**src/pwm_timer_pkg.sv**
```systemverilog
// constants, types and register map of the timer pwm output mode block
package pwm_timer_pkg;

  localparam int ADDR_W = 8;
  localparam int REG_COUNT = 13;

  // register word indices; byte address is four times the index
  localparam logic [3:0] IDX_CTL0 = 4'h0;   // timer_control_0
  localparam logic [3:0] IDX_CTL1 = 4'h1;   // timer_control_1
  localparam logic [3:0] IDX_CTL2 = 4'h2;   // timer_control_2
  localparam logic [3:0] IDX_IOC0 = 4'h3;   // output_pin_control
  localparam logic [3:0] IDX_IOC1 = 4'h4;   // input_pin_control_1
  localparam logic [3:0] IDX_IOC2 = 4'h5;   // trigger_edge_control
  localparam logic [3:0] IDX_CTL3 = 4'h6;   // input_pin_control_3
  localparam logic [3:0] IDX_OPT0 = 4'h7;   // option_reg_0
  localparam logic [3:0] IDX_OPT1 = 4'h8;   // option_reg_1
  localparam logic [3:0] IDX_PERIOD = 4'h9; // period_compare_reg
  localparam logic [3:0] IDX_DUTY = 4'hA;   // duty_compare_reg
  localparam logic [3:0] IDX_COUNT = 4'hB;  // counter_read_reg, read only
  localparam logic [3:0] IDX_TCW = 4'hC;    // counter_write_reg

  // writable bits per register
  localparam logic [15:0] MASK_CTL0 = 16'h0087;
  localparam logic [15:0] MASK_BYTE = 16'h00FF;
  localparam logic [15:0] MASK_IOC0 = 16'h000F;
  localparam logic [15:0] MASK_WORD = 16'hFFFF;
  localparam logic [15:0] MASK_NONE = 16'h0000;

  // field positions
  localparam int CTL0_CE = 7;      // count_enable_bit
  localparam int CTL0_CKS_LO = 0;  // count_clock_select, 3 bits
  localparam int CTL1_MD_LO = 0;   // operating_mode_select, 4 bits
  localparam int IOC0_OE0 = 0;
  localparam int IOC0_OL0 = 1;
  localparam int IOC0_OE1 = 2;     // pwm_out_enable
  localparam int IOC0_OL1 = 3;     // pwm_out_level

  localparam logic [3:0] MODE_PWM = 4'h4;
  localparam logic [15:0] REG_RESET = 16'h0000;
  localparam logic [15:0] CNT_IDLE = 16'hFFFF;
  localparam logic [15:0] CNT_ZERO = 16'h0000;
  localparam logic [1:0] RESP_OKAY = 2'h0;
  localparam logic [1:0] RESP_SLVERR = 2'h2;

  typedef struct packed {
    logic [ADDR_W-1:0] awaddr;
    logic awvalid;
    logic [31:0] wdata;
    logic [3:0] wstrb;
    logic wvalid;
    logic bready;
    logic [ADDR_W-1:0] araddr;
    logic arvalid;
    logic rready;
  } axil_req_s;

  typedef struct packed {
    logic awready;
    logic wready;
    logic [1:0] bresp;
    logic bvalid;
    logic arready;
    logic [31:0] rdata;
    logic [1:0] rresp;
    logic rvalid;
  } axil_rsp_s;

endpackage

```
**src/timer_unit.sv**
```systemverilog
// timer unit in pwm output mode with an axi4-lite register slave
//
// Design decisions made here: the register addresses and the AXI4-Lite register port.
`timescale 1ns/100ps
module timer_unit (
  input wire logic clk,                        // 50 MHz clock
  input wire logic srst,                       // synchronous reset, high
  input wire pwm_timer_pkg::axil_req_s bus_req, // axi4-lite master signals
  output pwm_timer_pkg::axil_rsp_s bus_rsp,    // axi4-lite slave signals
  output logic pwm_out_pin,                    // pwm waveform
  output logic pwm_out_oe,                     // pwm pin output enable
  output logic square_wave_out_pin,            // square wave
  output logic square_wave_out_oe,             // square pin output enable
  output logic period_match_irq,               // one-cycle pulse
  output logic duty_match_irq                  // one-cycle pulse
);
  import pwm_timer_pkg::*;

  ////////////////////////////////////////////////////////////////////////
  function automatic logic [15:0] reg_mask(input logic [3:0] idx);
    case (idx)
      IDX_CTL0: reg_mask = MASK_CTL0;
      IDX_IOC0: reg_mask = MASK_IOC0;
      IDX_PERIOD, IDX_DUTY, IDX_TCW: reg_mask = MASK_WORD;
      IDX_COUNT: reg_mask = MASK_NONE;
      default: reg_mask = MASK_BYTE;
    endcase
  endfunction

  function automatic logic mapped(input logic [ADDR_W-1:0] a);
    mapped = (a[1:0] == 2'h0) && (a[ADDR_W-1:2] < 6'(REG_COUNT));
  endfunction

  function automatic logic [15:0] merge(input logic [15:0] old, input logic [31:0] wd,
                                        input logic [3:0] st, input logic [15:0] m);
    logic [15:0] bm;
    bm = {{8{st[1]}}, {8{st[0]}}} & m;
    merge = (old & ~bm) | (wd[15:0] & bm);
  endfunction

  // 2^cks - 1: the prescaler fires when all low bits are set
  function automatic logic [6:0] presc_mask(input logic [2:0] cks);
    presc_mask = 7'((8'h01 << cks) - 8'h01);
  endfunction

  ////////////////////////////////////////////////////////////////////////
  // register storage and bus write side
  logic [15:0] regs_q [0:REG_COUNT-1];
  logic aw_full_q, w_full_q, bvalid_q;
  logic [ADDR_W-1:0] awaddr_q;
  logic [31:0] wdata_q;
  logic [3:0] wstrb_q;
  logic [1:0] bresp_q;
  logic wr_fire;
  logic [3:0] wr_idx;
  logic duty_wr;

  assign wr_fire = aw_full_q && w_full_q && !bvalid_q;
  assign wr_idx = awaddr_q[5:2];
  assign duty_wr = wr_fire && mapped(awaddr_q) && (wr_idx == IDX_DUTY);

  always_ff @(posedge clk) begin
    if (srst) begin
      aw_full_q <= 1'b0;
      awaddr_q <= '0;
    end else if (bus_req.awvalid && !aw_full_q && !bvalid_q) begin
      aw_full_q <= 1'b1;
      awaddr_q <= bus_req.awaddr;
    end else if (wr_fire) begin
      aw_full_q <= 1'b0;
    end
  end

  always_ff @(posedge clk) begin
    if (srst) begin
      w_full_q <= 1'b0;
      wdata_q <= '0;
      wstrb_q <= '0;
    end else if (bus_req.wvalid && !w_full_q && !bvalid_q) begin
      w_full_q <= 1'b1;
      wdata_q <= bus_req.wdata;
      wstrb_q <= bus_req.wstrb;
    end else if (wr_fire) begin
      w_full_q <= 1'b0;
    end
  end

  always_ff @(posedge clk) begin
    if (srst) begin
      bvalid_q <= 1'b0;
      bresp_q <= RESP_OKAY;
    end else if (wr_fire) begin
      bvalid_q <= 1'b1;
      bresp_q <= mapped(awaddr_q) ? RESP_OKAY : RESP_SLVERR;
    end else if (bus_req.bready) begin
      bvalid_q <= 1'b0;
    end
  end

  // the unused mode registers are stored for readback but steer nothing
  always_ff @(posedge clk) begin
    if (srst) begin
      for (int i = 0; i < REG_COUNT; i++) begin
        regs_q[i] <= REG_RESET;
      end
    end else if (wr_fire && mapped(awaddr_q)) begin
      regs_q[wr_idx] <= merge(regs_q[wr_idx], wdata_q, wstrb_q, reg_mask(wr_idx));
    end
  end

  ////////////////////////////////////////////////////////////////////////
  // register fields
  logic count_enable_bit;
  logic [2:0] count_clock_select;
  logic [3:0] operating_mode_select;
  logic pwm_out_enable, pwm_out_level, sq_enable, sq_level;
  logic running;

  assign count_enable_bit = regs_q[IDX_CTL0][CTL0_CE];
  assign count_clock_select = regs_q[IDX_CTL0][CTL0_CKS_LO +: 3];
  assign operating_mode_select = regs_q[IDX_CTL1][CTL1_MD_LO +: 4];
  assign pwm_out_enable = regs_q[IDX_IOC0][IOC0_OE1];
  assign pwm_out_level = regs_q[IDX_IOC0][IOC0_OL1];
  assign sq_enable = regs_q[IDX_IOC0][IOC0_OE0];
  assign sq_level = regs_q[IDX_IOC0][IOC0_OL0];
  assign running = count_enable_bit && (operating_mode_select == MODE_PWM);

  ////////////////////////////////////////////////////////////////////////
  // count clock prescaler
  logic [6:0] presc_q;
  logic tick;

  assign tick = running && ((presc_q & presc_mask(count_clock_select))
                            == presc_mask(count_clock_select));

  always_ff @(posedge clk) begin
    if (srst || !running) begin
      presc_q <= '0;
    end else begin
      presc_q <= presc_q + 7'h01;
    end
  end

  ////////////////////////////////////////////////////////////////////////
  // counter, shadow buffers and transfer arming
  logic [15:0] cnt_q, cnt_d, pbuf_q, dbuf_q, pbuf_nx, dbuf_nx;
  logic armed_q;
  logic clear_ev, zero_ev, duty_hit;

  assign clear_ev = tick && (cnt_q == pbuf_q);
  assign zero_ev = tick && ((cnt_q == pbuf_q) || (cnt_q == CNT_IDLE));
  assign pbuf_nx = (!running || (clear_ev && armed_q)) ? regs_q[IDX_PERIOD] : pbuf_q;
  assign dbuf_nx = (!running || (clear_ev && armed_q)) ? regs_q[IDX_DUTY] : dbuf_q;
  assign duty_hit = tick && (cnt_d == dbuf_nx);

  always_comb begin
    if (!running) begin
      cnt_d = CNT_IDLE;
    end else if (zero_ev) begin
      cnt_d = CNT_ZERO;
    end else if (tick) begin
      cnt_d = cnt_q + 16'h0001;
    end else begin
      cnt_d = cnt_q;
    end
  end

  always_ff @(posedge clk) begin
    if (srst) begin
      cnt_q <= CNT_IDLE;
      pbuf_q <= REG_RESET;
      dbuf_q <= REG_RESET;
    end else begin
      cnt_q <= cnt_d;
      pbuf_q <= pbuf_nx;
      dbuf_q <= dbuf_nx;
    end
  end

  // a duty write in the clearing cycle keeps the arm for the next clear
  always_ff @(posedge clk) begin
    if (srst) begin
      armed_q <= 1'b0;
    end else if (duty_wr) begin
      armed_q <= 1'b1;
    end else if (!running || clear_ev) begin
      armed_q <= 1'b0;
    end
  end

  ////////////////////////////////////////////////////////////////////////
  // waveforms and interrupt requests
  logic pwm_active_q, sq_q, period_irq_q, duty_irq_q;

  always_ff @(posedge clk) begin
    if (srst || !running) begin
      pwm_active_q <= 1'b0;
    end else if (zero_ev) begin
      pwm_active_q <= (dbuf_nx != CNT_ZERO);
    end else if (duty_hit) begin
      pwm_active_q <= 1'b0;
    end
  end

  always_ff @(posedge clk) begin
    if (srst) begin
      sq_q <= 1'b0;
    end else if (!running) begin
      sq_q <= sq_level;
    end else if (clear_ev) begin
      sq_q <= ~sq_q;
    end
  end

  always_ff @(posedge clk) begin
    if (srst) begin
      period_irq_q <= 1'b0;
      duty_irq_q <= 1'b0;
    end else begin
      period_irq_q <= clear_ev;
      duty_irq_q <= running && duty_hit;
    end
  end

  // level bit inverts the active sense; a stopped pin rests at its level, the enable bit drives only the oe output
  assign pwm_out_pin = pwm_active_q ^ pwm_out_level;
  assign pwm_out_oe = pwm_out_enable;
  assign square_wave_out_pin = sq_q;
  assign square_wave_out_oe = sq_enable;
  assign period_match_irq = period_irq_q;
  assign duty_match_irq = duty_irq_q;

  ////////////////////////////////////////////////////////////////////////
  // bus read side
  logic rvalid_q;
  logic [31:0] rdata_q;
  logic [1:0] rresp_q;
  logic [3:0] rd_idx;

  assign rd_idx = bus_req.araddr[5:2];

  always_ff @(posedge clk) begin
    if (srst) begin
      rvalid_q <= 1'b0;
      rdata_q <= '0;
      rresp_q <= RESP_OKAY;
    end else if (bus_req.arvalid && !rvalid_q) begin
      rvalid_q <= 1'b1;
      if (!mapped(bus_req.araddr)) begin
        rdata_q <= '0;
        rresp_q <= RESP_SLVERR;
      end else if (rd_idx == IDX_COUNT) begin
        rdata_q <= {16'h0000, cnt_q};
        rresp_q <= RESP_OKAY;
      end else begin
        rdata_q <= {16'h0000, regs_q[rd_idx]};
        rresp_q <= RESP_OKAY;
      end
    end else if (bus_req.rready) begin
      rvalid_q <= 1'b0;
    end
  end

  always_comb begin
    bus_rsp.awready = !aw_full_q && !bvalid_q;
    bus_rsp.wready = !w_full_q && !bvalid_q;
    bus_rsp.bresp = bresp_q;
    bus_rsp.bvalid = bvalid_q;
    bus_rsp.arready = !rvalid_q;
    bus_rsp.rdata = rdata_q;
    bus_rsp.rresp = rresp_q;
    bus_rsp.rvalid = rvalid_q;
  end
endmodule // timer_unit

```
**config.mk**
```make
export PLATFORM = sky130hd
export DESIGN_NAME = timer_unit
export DESIGN_NICKNAME = d
export VERILOG_FILES = /design/src/pwm_timer_pkg.sv /design/src/timer_unit.sv
export SDC_FILE = /design/constraint.sdc
export NUM_CORES = 1
export LEC_CHECK = 0
export BUFFER_PORTS_ARGS = -buffer_cell sky130_fd_sc_hd__buf_2
export CAP_MARGIN = 20
export CORE_UTILIZATION = 35
export DETAILED_ROUTE_END_ITERATION = 16
export PLACE_DENSITY = 0.49
export REMOVE_ABC_BUFFERS = 1
export SYNTH_ARGS = -nofsm -noshare
export SYNTH_HDL_FRONTEND = slang
export SYNTH_SLANG_ARGS = --single-unit
```
**constraint.sdc**
```tcl
create_clock -name clk -period 4.2 [get_ports clk]
set_input_delay 0.42 -clock clk [delete_from_list [all_inputs] [get_ports clk]]
set_output_delay 0.42 -clock clk [all_outputs]
set_load 0.01 [all_outputs]
```
==> results of run 1 <==
sequential cells by signal (all words and copies together) (netlist names), 2 cells and up, named ones only:
register and count:
wstrb_q 2, pbuf_q 16, awaddr_q 8, wdata_q 16, regs_q 256, dbuf_q 16, presc_q 7, cnt_q 16
rdata_q 16
worst max path at each step:
stage	end	depth (start not counted)
6_report	duty_match_irq	11
5_1_grt	duty_match_irq	11
4_1_cts	duty_match_irq	11
3_3_place_gp	duty_match_irq	11
2_1_floorplan	regs_q[13][15]	4
3_5_place_dp	duty_match_irq	11
cell families (layout without fill, tap and decap cells):
family | Yosys count | after routing
multiplexers | 194 | 194
AND/OR/NAND/NOR | 560 | 560
other | 1 | 66
AO/OA/AOI/OAI | 207 | 207
flip-flops | 368 | 368
XOR/XNOR | 32 | 32
adder cells (fa/ha/maj) | 2 | 2
buffers and inverters | 172 | 268
cells in the mapped netlist (5+ instances only):
cell type,instances
a211oi_1,7
a21oi_1,77
and2_1,6
and3_1,6
buf_1,16
buf_2,11
buf_4,21
buf_6,8
clkbuf_1,89
dfxtp_1,112
edfxtp_1,256
inv_1,26
mux2i_1,43
mux4_2,144
nand2_1,155
nand2b_1,23
nand3_1,29
nand3b_1,6
nand4_1,10
nor2_1,252
nor3_1,19
nor3b_1,6
nor4_1,10
o211ai_1,24
o21ai_0,54
or2_2,8
or3_1,5
or4_1,6
xnor2_1,7
xor2_1,22
layer usage:
metal,up-vias,share of wire [%],global-route usage (%)
met4,0,3.5,8.52
li1,5878,-,-
met1,6682,44,29.4
met3,81,5.8,3.80
met5,-,0,0
met2,415,47,35.0
metrics by stage:
step                total power [mW]  utilization [%]  area (um2)  hold slack [ns]
floorplan                       4.75                -       18200            0.430
global placement                5.17             38.4       20200            0.440
detailed placement              5.18             38.4       20200            0.444
CTS                             8.83             41.0       21500          0.00336
global route                    9.05             41.0       21500           0.0143
finish                          8.74             41.0       21500           0.0380
timing repair:
action / in CTS / in global routing
buffers inserted: 0 / 0
resized for setup: 0 / 1
setup endpoints to repair: 0 / 1
hold buffers: 0 / 0
hold endpoints to repair: 0 / 0
where the power goes:
| group | switching, mW | total (mW) | internal [mW] | leakage (nW) |
|---|---|---|---|---|
| clock network | 1.51 | 3.64 | 2.13 | 0.668 |
| logic | 0.526 | 0.918 | 0.392 | 3.69 |
| registers | 0.127 | 4.18 | 4.05 | 3.55 |
final cells by class:
class                      instances  area [um2]
tap                              688         861
clock inverter                    20         125
sequential                       368        9940
inverter                          26        97.6
timing repair buffer             163        1120
multi-input combinational       1061        8160
clock buffer                      59        1250
fill                            4965       31000
==> out/results.tsv, run 1 <==
metric	value	unit
clk_pin_slew	0.06	ns
grt_max_degree	82	
fin_crit_sh	95.5	%
ff2ff_setup_slack	0.19	ns
dp_hpwl	39400	um
cap_viol_max_count	0	
pwr_density_cell	406	nW/um2
drc	0	
vdd_ir_drop_max	0.000251	V
numCtsBuffers	43	
min_path_type	in2reg	
ys_warn_count	0	
synthCells	1536	
worstHoldPathCells	2	
diodes	0	
critPathMostFrequentCell	nand4_1	
endpoint_kind	register	
wl	58200	um
clkSinkCount	368	
synth_top_area_cell	edfxtp_1	
arrival	4.45	ns
die_area	54200	um2
drt_iter0_drc	1188	
yosys-top-cells-area	edfxtp_1, mux4_2, dfxtp_1	
critPathLaunchType	register	
synthSimpleGateAreaFrac	13.5	%
cp-startpoint	cnt_q[0]	
crit_chain	xor2_1, nor4_2, nand4_1, o31a_2, buf_4, mux2i_2, nand4_1, a31oi_1, nand3_1, a2111oi_1, nor4b_2	
drive_gt1_share	23.9	%
cp_max_fo	14	
synth_top_family_by_area	multiplexers	
first_global_vias	12900	
required	4.64	ns
layout_commonest_cell	edfxtp_1	
setup-tns-final	0	ns
die_w	233	um
worstSetupPathType	reg2reg	
die-height	233	um
yosys.cell_types.count	72	
initial_core_util	35.5	%
final_cells	2385	
p_leak	7.91	nW
worst_slack	0.190	ns
area_delta_synth_final	15.6	%
cp_slowest_stage_delay	0.63	ns
syn_area	18600	um2
cp_top_family	simple AND/OR/NAND/NOR gates	
gr-total-overflow	0	
r2r-end	duty_match_irq	
synth_compound_area_share	6.92	%
dpl_worst_slack	0.261	ns
async_reset_ff_share	0	%
fmax	249	MHz
cp_slowest_cell	dfxtp_1	
slew_headroom	33.0	%
gp_congestion	0.922	
synth_area_per_cell	12.1	um2
dp.cells	2306	
clockBufferDepth	3	
min_period	4.01	ns
setup_violations	0	
drtPass1Iterations	5	
yosysTopAreaCellShare	41.3	%
hp-start	bus_req[0]	
grt_antenna_before_repair	0	
htreeDepth	2	
fin_worst_skew	0.0124	ns
hold_viol	0	
grt_util_all_layers	21.8	%
synthAdderAreaFrac	0.134	%
yosysSeqAreaShare	53.3	%
nNetsFinal	1724	
synth_mux_area_share	20.2	%
tightest_slew	1.01	ns
rsz0062_at_grt	false	
ioPinCount	106	
status	complete, no violations	
cts_root_buf	clkbuf_16	
layout_common_cells	edfxtp_1, nor2_1, nand2_1	
crit-reg2reg-launch	cnt_q[0]	
slew_violations	0	
hold_end	rvalid_q	
synth_edf_count	256	
grt_pass1_wl	85100	um
coreArea	52600	um2
wl_per_cell	24.4	um
clk_latency	0.56	ns
num_rows	84	
port_buffers	69	
synth-xor-area-share	1.62	%
ys_ff_latch	368	
path_buf_inv	1	
ff2ff_path_depth	11	
vias	13100	
vias_per_cell	5.47	
cts_tree	built	
ant_nets	0	
synthFlopType	edfxtp_1	
Power figures use the tool's default switching activity.
==> run 2: changes to the inputs <==
--- a/config.mk
+++ b/config.mk
@@ -8,8 +8,8 @@
 export BUFFER_PORTS_ARGS = -buffer_cell sky130_fd_sc_hd__buf_2
 export CAP_MARGIN = 20
 export CORE_UTILIZATION = 35
+export CTS_BUF_LIST = sky130_fd_sc_hd__clkbuf_4 sky130_fd_sc_hd__clkbuf_8
 export DETAILED_ROUTE_END_ITERATION = 16
-export PLACE_DENSITY = 0.49
 export REMOVE_ABC_BUFFERS = 1
 export SYNTH_ARGS = -nofsm -noshare
 export SYNTH_HDL_FRONTEND = slang
==> run 2 against run 1 <==
  * Largest power group unchanged
  * Cell count rose by 2.1%
  * Worst setup slack improved by 0.064 ns
  * Highest routed layer unchanged
  * Register-to-register slack improved by 0.06 ns
==> out/results.tsv, run 2 (synthesis gave the netlist of run 1 again) <==
metric	value	unit	change
wl_per_cell	22.6	um	-7.3%
critPathLaunchType	register		
numCtsBuffers	66		+53%
drc	0		unchanged
use_met2	33.9	%	-1.1 points
fmax	253	MHz	+1.6%
grt_util_all_layers	20.7	%	-1.1 points
cts_root_buf	clkbuf_8		
seq_area	9940	um2	unchanged
cap_viol_max_count	0		unchanged
min_period	3.95	ns	-0.0639 ns
layout_common_cells	edfxtp_1, nor2_1, nand2_1		
clockBufferDepth	3		unchanged
crit_chain	xor2_1, nor4_4, nand4_1, o31a_2, mux2i_1, o21ai_0, a21oi_1, a221oi_1, a2111oi_1, nor4b_2		
largest_reg_flops	256		unchanged
drt_iter0_drc	1321		+11%
tightest_slew	1.11	ns	+0.101 ns
coreArea	52600	um2	unchanged
cp_slowest_stage_delay	0.74	ns	+0.11 ns
regMostFlops	regs_q		
ioPinCount	106		unchanged
fill_cells	4936		-0.58%
gr-usage-met1	27.3	%	-2.1 points
die_w	233	um	unchanged
arrival	4.49	ns	+0.04 ns
clkSinkCount	368		unchanged
area_delta_synth_final	16.4	%	
vias_per_cell	5.43		-0.76%
die-height	233	um	unchanged
gp_congestion	0.938		+1.7%
endpoint_kind	register		
fin_crit_sh	94.0	%	-1.5 points
drive_gt1_share	26.2	%	+2.2 points
pwr_density_cell	403	nW/um2	-0.58%
num_rows	84		unchanged
initial_core_util	35.5	%	unchanged
wl	55000	um	-5.4%
htreeDepth	3		+1
gr-total-overflow	0		unchanged
setup_violations	0		unchanged
hold-worst-slack	0.0414	ns	+0.00340 ns
dpl-instance-area	20100	um2	-0.37%
cp_slowest_cell	a2111oi_1		
port_buffers	69		unchanged
hold_viol	0		unchanged
first_global_vias	13400		+3.8%
rsz0062_at_grt	false		
ant_nets	0		unchanged
cp_top_family	compound AO/OA/AOI/OAI gates		
dp_hpwl	37400	um	-4.9%
status	complete, no violations		
die_area	54200	um2	unchanged
nNetsFinal	1754		+1.7%
setup-tns-final	0	ns	unchanged
grt_pass1_wl	82400	um	-3.1%
grt_antenna_before_repair	0		unchanged
vdd_ir_drop_max	0.000178	V	-29%
slew_headroom	26.1	%	-6.9 points
required	4.74	ns	+0.10 ns
diodes	0		unchanged
p_leak	8.03	nW	+1.6%
drtPass1Iterations	6		+1
grt.busiest_layer	met2		
cp_max_fo	19		+5
stdcell_area	21700	um2	+0.67%
gr-usage-met3	4.08	%	+0.28 points
clk_pin_slew	0.06	ns	about the same
slew_violations	0		unchanged
layout_commonest_cell	edfxtp_1		
clk_latency	0.64	ns	+0.08 ns
finalPower	8.75	mW	about the same
fin_worst_skew	0.0263	ns	+0.0139 ns
path_buf_inv	0		-1
cts_tree	built		
final_cells	2434		+2.1%
min_path_type	in2reg		
vias	13200		+1.3%
worstSetupPathType	reg2reg		
multi_input_area	8160	um2	unchanged
dp.cells	2301		-0.22%
grt_max_degree	61		-26%
run 2: per-stage QoR:
stage	util [%]	setup WS, ns
6_report	41.3	0.254
5_1_grt	41.3	0.0277
4_1_cts	41.2	0.219
3_5_place_dp	38.2	0.259
3_3_place_gp	38.2	0.221
2_1_floorplan	-	-0.388
run 2: worst register-to-register path: cells and delay by family (launching register included):
| family | cells | cell delay (ns) |
|---|---|---|
| compound gates | 5 | 1.81 |
| simple gates | 3 | 0.95 |
| flops | 1 | 0.51 |
| mux | 1 | 0.41 |
| xor+xnor | 1 | 0.16 |
run 2: layout make-up:
cell class                 count  share of cell area, %
clock inverter                17                  0.802
inverter                      26                  0.450
sequential                   368                   45.8
clock buffer                 104                   5.91
timing repair buffer         170                   5.46
multi-input combinational   1061                   37.6
tap                          688                   3.97
run 2: worst paths after layout:
kind,start,end,slack (ns),depth (start not counted)
max,cnt_q[11],duty_match_irq,0.25,10
min reg2reg,rdata_q[11],rdata_q[11],0.45,2
min,bus_req[27],wdata_q[11],0.04,3
max reg2reg,cnt_q[11],duty_match_irq,0.25,10
run 2: what timing repair did:
item / in CTS / in global routing
hold endpoints to repair: 11 / 0
gates resized for setup: 0 / 1
hold buffers: 11 / 0
endpoints found under the setup margin: 0 / 2
buffers inserted: 0 / 0
run 2: per-layer routing:
layer / part of all wire [%] / routed length, um
met5: 0 / 0
met4: 2.4 / 1340
met3: 7.8 / 4280
met2: 49 / 26700
met1: 41 / 22700
run 2: power by group:
part	total [mW]	switching [mW]	leakage, nW	internal [mW]
combinational	0.909	0.515	3.71	0.393
sequential	4.18	0.128	3.55	4.06
clock	3.66	1.53	0.772	2.13
==> run 3: changes to the inputs <==
--- a/config.mk
+++ b/config.mk
@@ -7,9 +7,11 @@
 export LEC_CHECK = 0
 export BUFFER_PORTS_ARGS = -buffer_cell sky130_fd_sc_hd__buf_2
 export CAP_MARGIN = 20
+export CORE_ASPECT_RATIO = 1.4
 export CORE_UTILIZATION = 35
 export CTS_BUF_LIST = sky130_fd_sc_hd__clkbuf_4 sky130_fd_sc_hd__clkbuf_8
 export DETAILED_ROUTE_END_ITERATION = 16
+export RECOVER_POWER = 50
 export REMOVE_ABC_BUFFERS = 1
 export SYNTH_ARGS = -nofsm -noshare
 export SYNTH_HDL_FRONTEND = slang
==> run 3 against run 2 <==
  * The run now ends with capacitance limit, slew limit left
  * Global-route usage hardly changed
  * Via count is 0.73% higher
  * Sequential power hardly changed
  * Wire length is 0.53% higher
  * Sequential cell count stayed put
  * Maximum frequency is 1.3% higher
  * Non-clock buffer count is 5 higher
  * First-iteration DRC count is 10% lower
  * Critical path depth is 5 lower
  * Clock skew hardly changed
  * Worst setup slack better by 0.049 ns
  * Critical path type unchanged
==> out/results.tsv, run 3 (synthesis gave the netlist of run 1 again) <==
metric	value	unit	change
grt_pass1_wl	82700	um	+0.37%
coreArea	52400	um2	-0.29%
violations	capacitance limit, slew limit		
ioPinCount	106		unchanged
cap_viol_max_count	1		+1
endpoint_kind	register		
grt_antenna_before_repair	1		+1
numCtsBuffers	57		-14%
final_cells	2445		+0.45%
area_delta_synth_final	15.5	%	
clockPowerShare	38.8	%	-3.0 points
arrival	4.26	ns	-0.23 ns
rsz0062_at_grt	false		
critPathLaunchType	register		
cts_resized	0		unchanged
setup-tns-final	0	ns	unchanged
die-height	275	um	+18%
fill_cells	5004		+1.4%
min_period	3.90	ns	-0.0489 ns
postCtsSetupBuffers	0		unchanged
required	4.56	ns	-0.18 ns
num_rows	99		+18%
drive_gt1_share	21.4	%	-4.8 points
cts_root_buf	clkbuf_8		
slew_violations	26		+26
pwr_density_cell	387	nW/um2	-4.0%
fin_crit_sh	92.8	%	-1.2 points
hold_buffers	26		+15
hp-start	bus_req[10]		
vdd_ir_drop_max	0.000175	V	-2.0%
cp_max_fo	26		+7
seqPwrFrac	50.1	%	+2.3 points
finish.utilization	41.1	%	-0.21 points
status	complete, but fails checks		
gr-total-overflow	0		unchanged
ant_nets	0		unchanged
ff2ff_setup_slack	0.30	ns	+0.05 ns
finalPower	8.33	mW	-4.8%
dp_hpwl	37900	um	+1.1%
p_leak	7.76	nW	-3.4%
drt_iter0_drc	1189		-10%
fin_worst_skew	0.0264	ns	+0.0000669 ns
port_buffers	69		unchanged
power.internal	6.22	mW	-5.5%
gp_congestion	0.905		-3.5%
setup_violations	0		unchanged
power.switching	2.11	mW	-2.5%
clk_latency	0.66	ns	+0.02 ns
drc	0		unchanged
grt_max_degree	83		+36%
slew_headroom	-19.6	%	-46 points
die_w	197	um	-15%
hold_viol	0		unchanged
vias	13300		+0.73%
cts_tree	built		
worstHoldPathCells	4		+1
switching_share	25.4	%	+0.58 points
initial_core_util	35.6	%	+0.10 points
first_global_vias	13400		+0.21%
clkSinkCount	368		unchanged
hold-worst-slack	0.0712	ns	+0.0298 ns
nNetsFinal	1750		-0.23%
grt_util_all_layers	20.7	%	-0.023 points
comb_power_share	11.1	%	+0.7 points
layout_common_cells	edfxtp_1, nor2_1, nand2_1		
htreeDepth	2		-1
regMostFlops	regs_q		
fmax	257	MHz	+1.3%
dp.cells	2311		+0.43%
largest_reg_flops	256		unchanged
clockBufferDepth	3		unchanged
worstSetupPathType	reg2reg		
drtPass1Iterations	6		unchanged
vias_per_cell	5.45		+0.28%
wl_per_cell	22.6	um	about the same
layout_commonest_cell	edfxtp_1		
wl	55300	um	+0.53%
ff2ff_path_depth	5		-5
die_area	54200	um2	about the same
tightest_slew	1.79	ns	+0.685 ns
clk_pin_slew	0.06	ns	about the same
min_path_type	in2reg		
==> run 3: worst max-delay path: stages, from the launching register on <==
cell and delay, ns:
dfxtp_1 1.52, mux4_2 0.71, mux4_2 0.48, mux2i_1 0.14, clkbuf_1 0.56, inv_1 0.16
==> run 3: path summary, 6_finish.rpt <==
kind / end
max: regs_q[14][5]
min: bvalid_q
max reg2reg: regs_q[14][5]
min reg2reg: rdata_q[13]
==> run 3: layout make-up <==
class	instances	area (um2)	area share, %
multi-input combinational	1061	8130	37.8
inverter	26	97.6	0.454
tap	707	885	4.11
timing repair buffer	175	1250	5.80
sequential	368	9930	46.2
antenna	1	2.50	0.0116
clock buffer	85	1040	4.83
clock inverter	22	184	0.855
==> run 3: metal layers <==
layer	part of all wire (%)	track usage, %	vias up
met5	0	0	-
met4	4.3	9.20	0
met3	6.1	3.30	142
met2	53	37.6	565
met1	37	24.0	6680
li1	-	-	5933
==> run 3: power by group through the flow <==
stage	logic (mW)	clock network, mW	registers, mW
finish	0.922	3.23	4.18
CTS	0.936	3.32	4.18
floorplan	0.523	0	4.23
global placement	0.904	0	4.24
detailed placement	0.913	0	4.26
global route	0.989	3.46	4.20
==> run 3: stage by stage <==
step | setup WS (ns) | instance area, um2
2_1_floorplan | -0.388 | 18200
3_3_place_gp | 0.638 | 20200
3_5_place_dp | 0.591 | 20200
4_1_cts | 0.528 | 21700
5_1_grt | 0.154 | 21500
6_report | 0.303 | 21500
